--- config.mk ---
export PLATFORM = sky130hd
export DESIGN_NAME = mfirq_regs
export DESIGN_NICKNAME = d
export VERILOG_FILES = /design/src/rtl/mfirq_pkg.sv /design/src/rtl/mfirq_flag_reg.sv /design/src/rtl/mfirq_regs.sv
export VERILOG_INCLUDE_DIRS = /design/src /design/src/rtl
export SDC_FILE = /design/constraint.sdc
export NUM_CORES = 1
export LEC_CHECK = 0
export BUFFER_PORTS_ARGS = -buffer_cell sky130_fd_sc_hd__clkbuf_2
export CAP_MARGIN = 5
export CORE_MARGIN = 3
export CORE_UTILIZATION = 48
export DETAILED_ROUTE_END_ITERATION = 6
export PLACE_DENSITY_LB_ADDON = 0.12
export SLEW_MARGIN = 20
export SYNTH_ARGS = -nofsm -noshare
export SYNTH_HDL_FRONTEND = slang
export SYNTH_SLANG_ARGS = --single-unit
--- constraint.sdc ---
create_clock -name clk -period 1.6 [get_ports clk]
set_input_delay 0.08 -clock clk [delete_from_list [all_inputs] [get_ports clk]]
set_output_delay 0.08 -clock clk [all_outputs]
set_load 0.005 [all_outputs]
--- src/rtl/mfirq_map.svh ---
`ifndef MFIRQ_MAP_SVH
`define MFIRQ_MAP_SVH
// Word offsets on the register bus (byte address = index * 4).
`define MFIRQ_IDX_TMR2 3'h0
`define MFIRQ_IDX_SER 3'h1
`define MFIRQ_IDX_PAIR 3'h2
`define MFIRQ_IDX_STAT 3'h3
`define MFIRQ_IDX_MASK 3'h4
// Reset values.
`define MFIRQ_RST_REG 8'h00
`define MFIRQ_RST_STAT 3'h0
// Mask of implemented bits in the first register.
`define MFIRQ_TMR2_IMPL 8'h33
// Field positions: flags in 7..4, enables in 3..0.
`define MFIRQ_FLAG_LSB 4
`define MFIRQ_EN_LSB 0
`endif

--- src/rtl/mfirq_pkg.sv ---
package mfirq_pkg;
    typedef struct packed {
        logic [2:0] address;
        logic read;
        logic write;
        logic [31:0] writedata;
    } mfirq_bus_req_t;
    typedef enum logic [1:0] {
        MFIRQ_IDLE = 2'b01,
        MFIRQ_DONE = 2'b10
    } mfirq_state_t;
endpackage

--- src/rtl/mfirq_flag_reg.sv ---
`timescale 1ns/1ps
`include "mfirq_map.svh"
// One eight-bit flag/enable register: flags 7..4 pair with enables 3..0.
module mfirq_flag_reg
    import mfirq_pkg::*;
#(
    parameter logic [7:0] IMPL = 8'hFF
) (
    input wire logic clk,
    input wire logic sys_rst,
    input wire logic writeEn,
    input wire logic [7:0] writeData,
    input wire logic [3:0] events,
    output logic [7:0] value,
    output logic pending
);
    logic [7:0] next_value;
    logic [7:0] stored;

    // A write replaces the byte, but a same-cycle event still sets its flag.
    always_comb begin
        next_value = stored;
        if (writeEn) begin
            next_value = writeData;
        end
        next_value[7:4] = next_value[7:4] | events;
        next_value = next_value & IMPL;
    end

    // Flags are recorded regardless of the enables.
    always_ff @(posedge clk) begin
        if (sys_rst) begin
            stored <= `MFIRQ_RST_REG;
        end else begin
            stored <= next_value;
        end
    end

    assign value = stored;
    // Only enabled flags count toward the request.
    assign pending = |(stored[7:4] & stored[3:0]);
endmodule // mfirq_flag_reg

--- src/rtl/mfirq_regs.sv ---
`timescale 1ns/1ps
`include "mfirq_map.svh"
// How it works
// - Unimplemented first-register bits read zero.
// - Timer C compare-A match sets bit five.
// - Bit one enables timer C compare-A.
// - Bit zero enables period; flag at four.
// - Serial flag bit7, SPI bit6, enables 3,2.
// - EEPROM flag bit five, enable bit one.
// - Low-voltage flag bit4, enable bit0; reset zero.
// - Flags record always; interrupt only if enabled.
module mfirq_regs
    import mfirq_pkg::*;
(
    input wire logic clk,
    input wire logic sys_rst,
    input wire logic [2:0] avs_address,
    input wire logic avs_read,
    input wire logic avs_write,
    input wire logic [31:0] avs_writedata,
    output logic [31:0] avs_readdata,
    output logic avs_waitrequest,
    input wire logic ptimer_c_cmpa_flag,
    input wire logic ptimer_c_cmpp_flag,
    input wire logic serial_module_flag,
    input wire logic spi_req_flag,
    input wire logic eeprom_req_flag,
    input wire logic lowvolt_req_flag,
    input wire logic stimer_c_cmpa_flag,
    input wire logic stimer_c_cmpp_flag,
    input wire logic ptimer_d_cmpa_flag,
    input wire logic ptimer_d_cmpp_flag,
    output logic mfRequest,
    output logic irq
);
    mfirq_bus_req_t req;
    mfirq_state_t state;
    logic [7:0] regVal [3];
    logic [2:0] pendVec;
    logic [3:0] evts [3];
    logic [2:0] status;
    logic [2:0] mask;
    logic accept;
    logic wrHit [3];

    assign req = '{address: avs_address, read: avs_read, write: avs_write, writedata: avs_writedata};
    // Each request is accepted in IDLE and answered in the following cycle.
    assign accept = (state == MFIRQ_IDLE) && (req.read || req.write);

    assign evts[0] = {2'b00, ptimer_c_cmpa_flag, ptimer_c_cmpp_flag};
    assign evts[1] = {serial_module_flag, spi_req_flag, eeprom_req_flag, lowvolt_req_flag};
    assign evts[2] = {stimer_c_cmpa_flag, stimer_c_cmpp_flag, ptimer_d_cmpa_flag, ptimer_d_cmpp_flag};

    // The three flag registers are one generate loop; only slice 0 masks its byte to the implemented bits.
    genvar g;
    generate
        for (g = 0; g < 3; g++) begin : gen_reg
            assign wrHit[g] = accept && req.write && (req.address == 3'(g));
            mfirq_flag_reg #(
                .IMPL(g == 0 ? `MFIRQ_TMR2_IMPL : 8'hFF)
            ) u_reg (
                .clk(clk),
                .sys_rst(sys_rst),
                .writeEn(wrHit[g]),
                .writeData(req.writedata[7:0]),
                .events(evts[g]),
                .value(regVal[g]),
                .pending(pendVec[g])
            );
        end
    endgenerate

    // Handshake: waitrequest is high except in the answering cycle.
    always_ff @(posedge clk) begin
        if (sys_rst) begin
            state <= MFIRQ_IDLE;
            avs_waitrequest <= 1'b1;
        end else begin
            unique case (state)
                MFIRQ_IDLE: begin
                    if (accept) begin
                        state <= MFIRQ_DONE;
                        avs_waitrequest <= 1'b0;
                    end
                end
                MFIRQ_DONE: begin
                    state <= MFIRQ_IDLE;
                    avs_waitrequest <= 1'b1;
                end
            endcase
        end
    end

    // Read data is captured on accept; unmapped addresses read zero.
    always_ff @(posedge clk) begin
        if (sys_rst) begin
            avs_readdata <= 32'h0000_0000;
        end else if (accept && req.read) begin
            unique case (req.address)
                `MFIRQ_IDX_TMR2: avs_readdata <= {24'h000000, regVal[0]};
                `MFIRQ_IDX_SER: avs_readdata <= {24'h000000, regVal[1]};
                `MFIRQ_IDX_PAIR: avs_readdata <= {24'h000000, regVal[2]};
                `MFIRQ_IDX_STAT: avs_readdata <= {29'h00000000, status};
                `MFIRQ_IDX_MASK: avs_readdata <= {29'h00000000, mask};
                default: avs_readdata <= 32'h0000_0000;
            endcase
        end
    end

    // Sticky per-register pending status; a read clears it, but new pending wins.
    always_ff @(posedge clk) begin
        if (sys_rst) begin
            status <= `MFIRQ_RST_STAT;
        end else if (accept && req.read && req.address == `MFIRQ_IDX_STAT) begin
            status <= pendVec;
        end else begin
            status <= status | pendVec;
        end
    end

    // Mask register of the same layout as status.
    always_ff @(posedge clk) begin
        if (sys_rst) begin
            mask <= `MFIRQ_RST_STAT;
        end else if (accept && req.write && req.address == `MFIRQ_IDX_MASK) begin
            mask <= req.writedata[2:0];
        end
    end

    // Summary request follows enabled flags directly, one register stage late.
    always_ff @(posedge clk) begin
        if (sys_rst) begin
            mfRequest <= 1'b0;
            irq <= 1'b0;
        end else begin
            mfRequest <= |pendVec;
            irq <= |(status & mask);
        end
    end
endmodule // mfirq_regs

==> metrics.txt <==
# TYPE chip_impl_metric gauge
chip_impl_metric{name="power.ir.vdd_worst",unit="mV"} 0.411
chip_impl_metric{name="report.final.slew_viol_count",unit=""} 0
chip_impl_metric{name="timing.critical_path.required",unit="ps"} 1750
chip_impl_metric{name="grt_remaining_overflow",unit=""} 0
chip_impl_metric{name="clock_network_fraction_of_design_power",unit="%"} 32.0
chip_impl_metric{name="cts.repair.resized",unit=""} 0
chip_impl_metric{name="drt-initial-drc-count",unit=""} 161
chip_impl_info{name="worst_path_max_delay_cell",value="or3b_1"} 1
chip_impl_info{name="worst_r2r_startpoint",value="state[1]$_SDFFE_PP0P_"} 1
chip_impl_metric{name="cts.sink_count",unit=""} 38
chip_impl_metric{name="antenna_found_initial",unit=""} 0
chip_impl_metric{name="drc_errors",unit=""} 0
chip_impl_metric{name="setup_viol_count_final",unit=""} 0
chip_impl_metric{name="synthCells",unit=""} 235
chip_impl_metric{name="number_of_enable_type_register_cells_in_the_synthesized_netlist",unit=""} 0
chip_impl_metric{name="p_int",unit="W"} 0.00138
chip_impl_metric{name="io-pin-count",unit=""} 84
chip_impl_metric{name="post-route-min-period",unit="ps"} 1420
chip_impl_metric{name="grt_usage",unit="%"} 20.7
chip_impl_info{name="whs_endpoint",value="gen_reg[2].u_reg.value[4]$_SDFF_PP0_"} 1
chip_impl_metric{name="h-tree-depth",unit=""} 2
chip_impl_metric{name="worst-endpoint-arrival",unit="ps"} 1580
chip_impl_metric{name="wl_per_cell",unit="µm"} 16.0
chip_impl_info{name="crit_path_from",value="state[1]$_SDFFE_PP0P_"} 1
chip_impl_info{name="yosys-top-cells-count",value="dfxtp_1 (38), buf_4 (24), o21ai_0 (23)"} 1
chip_impl_metric{name="multi_input_area",unit="µm²"} 1070
chip_impl_metric{name="clk_transition_reported_paths",unit="ps"} 70
chip_impl_metric{name="fp.dieArea",unit="µm²"} 5020
chip_impl_info{name="cp_cell_sequence",value="or3b_1, buf_4, nor4_1, a211oi_1"} 1
chip_impl_info{name="cell_chosen_for_the_clock_root",value="clkbuf_8"} 1
chip_impl_info{name="tritoncts",value="done"} 1
chip_impl_metric{name="post-cts-setup-buffer-count",unit=""} 0
chip_impl_metric{name="setup.reg_to_reg.worst_slack",unit="ps"} 180
chip_impl_info{name="worstSetupPathType",value="reg -> reg"} 1
chip_impl_info{name="timing.hold.worst.start",value="ptimer_d_cmpp_flag"} 1
chip_impl_metric{name="synth.ff_latch_count",unit=""} 38
chip_impl_metric{name="gp_congestion",unit=""} 0.793
chip_impl_info{name="category_of_the_worst_setup_path_capture_point",value="flop"} 1
chip_impl_metric{name="sw_frac_of_total",unit="%"} 26.0
chip_impl_metric{name="routed_via_density",unit=""} 5.65
chip_impl_metric{name="layout-drive-gt1-share",unit="%"} 22.1
chip_impl_metric{name="min_delay_path_depth",unit=""} 3
chip_impl_metric{name="n_antenna_cell",unit=""} 0
chip_impl_metric{name="dieHeight",unit="µm"} 70.9
chip_impl_info{name="synth.most_common_cell",value="dfxtp_1"} 1
chip_impl_metric{name="setup_tns",unit="ps"} 0
chip_impl_metric{name="period_share",unit="%"} 89.0
chip_impl_metric{name="cts_buffers",unit=""} 5
chip_impl_metric{name="netSwitchingPower",unit="W"} 0.000485
chip_impl_metric{name="max_freq",unit="MHz"} 702
chip_impl_metric{name="longest_individual_stage_delay_on_the_worst_path",unit="ps"} 400
chip_impl_metric{name="dpl.hpwl",unit="mm"} 3.74
chip_impl_metric{name="reg2reg_depth",unit=""} 4
chip_impl_metric{name="yosysWarningCount",unit=""} 0
chip_impl_metric{name="clkLatencyLatePin",unit="ps"} 280
chip_impl_metric{name="fin_nets",unit=""} 321
chip_impl_info{name="synth_area_leader_cell",value="dfxtp_1"} 1
chip_impl_metric{name="async_reset_ff_share",unit="%"} 0
chip_impl_info{name="worstSetupStartpointType",value="flop"} 1
chip_impl_metric{name="post_synthesis_cell_area",unit="µm²"} 2020
chip_impl_metric{name="vias_in_the_first_global_route",unit=""} 1611
chip_impl_info{name="ys_dominant_reg_cell",value="dfxtp_1"} 1
chip_impl_metric{name="area.growth.synth_to_final",unit="%"} 11.3
chip_impl_metric{name="p_leak",unit="nW"} 0.866
chip_impl_metric{name="part_of_the_yosys_area_used_for_sequential_elements",unit="%"} 37.7
chip_impl_metric{name="clock-skew-final",unit="ps"} 3.55
chip_impl_metric{name="p_seq_share",unit="%"} 53.9
chip_impl_metric{name="max-clock-path-buffers",unit=""} 2
chip_impl_metric{name="synth.avg_cell_area",unit="µm²"} 8.59
chip_impl_metric{name="design.core.area",unit="µm²"} 3850
chip_impl_info{name="rsz0062_at_grt",value="false"} 1
chip_impl_metric{name="path_max_fanout",unit=""} 15
chip_impl_metric{name="drt_pass1_iterations",unit=""} 4
chip_impl_info{name="r2r_end",value="gen_reg[1].u_reg.value[4]$_SDFF_PP0_"} 1
chip_impl_metric{name="cap_violations",unit=""} 0
chip_impl_metric{name="place.detailed.instances",unit=""} 313
chip_impl_info{name="run_status",value="complete, no violations"} 1
chip_impl_metric{name="global_route_wire_length_before_repair",unit="mm"} 8.20
chip_impl_metric{name="final_cell_count_no_fill",unit=""} 320
chip_impl_metric{name="cts-hold-fix-buffers",unit=""} 0
chip_impl_metric{name="number_of_distinct_library_cell_variants_in_the_gate_level_netlist_after_synthesis",unit=""} 39
chip_impl_metric{name="final_hold_violations",unit=""} 0
chip_impl_info{name="synth.area.top_cells",value="dfxtp_1 (38%), buf_4 (8.9%), o21ai_0 (5.7%)"} 1
chip_impl_info{name="min-delay-path-class",value="in -> reg"} 1
chip_impl_metric{name="initial_core_util",unit="%"} 52.4
chip_impl_metric{name="fillCellCount",unit=""} 373
chip_impl_metric{name="pin_count_of_the_biggest_net_entering_global_routing",unit=""} 25
chip_impl_metric{name="seq_area",unit="µm²"} 761
chip_impl_metric{name="vias",unit=""} 1807
chip_impl_metric{name="die_width",unit="µm"} 70.9
chip_impl_metric{name="p_per_area",unit="nW/µm²"} 831
chip_impl_metric{name="ant_nets",unit=""} 0
chip_impl_metric{name="placement.io_buffers",unit=""} 35
chip_impl_metric{name="power_frac_comb",unit="%"} 14.1
chip_impl_metric{name="hold_ws",unit="ps"} 20.5
chip_impl_metric{name="wl",unit="mm"} 5.11
chip_impl_metric{name="rows",unit=""} 22
chip_impl_metric{name="yosys.area.top_type_share",unit="%"} 37.7
kinds of logic (layout without fill, tap and decap cells):
| family | Yosys count | after routing | share of synthesized area [%] |
|---|---|---|---|
| other | 1 | 24 | 0.186 |
| AND/OR/NAND/NOR | 73 | 73 | 22.6 |
| multiplexers | 7 | 7 | 3.78 |
| buffers and inverters | 44 | 58 | 13.6 |
| flip-flops | 38 | 38 | 37.7 |
| AO/OA/AOI/OAI | 72 | 72 | 22.2 |
power by group through the flow:
stage                     sequential [W]  clock, W  combinational (W)
after floorplan                  0.00102         0           0.000202
after global placement           0.00103         0           0.000256
after detailed placement         0.00103         0           0.000258
after CTS                        0.00101  0.000618           0.000259
after global routing             0.00101  0.000665           0.000290
final                            0.00101  0.000598           0.000263
registers in the layout, indices dropped and copies added, names as in the netlist:
name / flops
mask: 3
gen.u_reg.value: 20
state: 2
status: 3
mfRequest: 1
avs_readdata: 8
irq: 1
cell usage in the layout, fill, tap and decap left out, drive strengths merged, types with 2 or more instances in the layout:
cell,n
nor4bb,3
a31oi,5
clkbuf,42
a32oi,2
nor2,9
a22oi,3
mux2,5
inv,4
nor3b,3
a21oi,19
nand3,19
a211oi,7
nor4,6
nor2b,5
a221oi,4
a2bb2oi,2
mux2i,2
a211o,3
o21ai,23
a22o,2
buf,12
or3,2
nand2,6
dfxtp,38
conb,24
nand3b,13
or3b,2
routing by layer:
metal	track usage, %	part of all wire, %	routed length (µm)	vias up
met1	30.3	46	2370	846
met3	5.97	6.9	351	4
met5	0	0	0	-
li1	-	-	-	896
met2	30.2	46	2360	61
met4	4.38	0.65	33	0
critical path: cells and delay by family (launching register included):
kind	cells	cell delay [ps]
AO/OA/AOI/OAI	1	80
buffers and inverters	1	200
flip-flops	1	370
AND/OR/NAND/NOR	2	640
final cells by class:
| class | instances | area share [%] |
|---|---|---|
| Sequential cell | 38 | 33.9 |
| Timing Repair Buffer | 47 | 11.8 |
| Multi-Input combinational cell | 176 | 47.6 |
| Tap cell | 48 | 2.67 |
| Inverter | 4 | 0.668 |
| Clock buffer | 7 | 3.40 |
how the worst max path moves through the flow:
stage,to,slack (ps),cells after the start
6_report,gen_reg[1].u_reg.value[4]$_SDFF_PP0_,180,4
3_3_place_gp,gen_reg[1].u_reg.value[6]$_SDFF_PP0_,220,4
3_5_place_dp,gen_reg[0].u_reg.value[4]$_SDFF_PP0_,210,4
2_1_floorplan,gen_reg[1].u_reg.value[7]$_SDFF_PP0_,200,5
5_1_grt,gen_reg[1].u_reg.value[5]$_SDFF_PP0_,90,4
4_1_cts,gen_reg[0].u_reg.value[4]$_SDFF_PP0_,190,4
through the flow:
stage	setup slack [ps]	instance area, µm²	power [W]	utilization [%]
after detailed placement	213	2170	0.00128	56.3
after CTS	192	2250	0.00188	58.3
after global routing	85.6	2250	0.00196	58.3
after global placement	224	2170	0.00128	56.3
final	175	2250	0.00187	58.3
after floorplan	199	2110	0.00122	-
(Power assumes the default switching activity.)
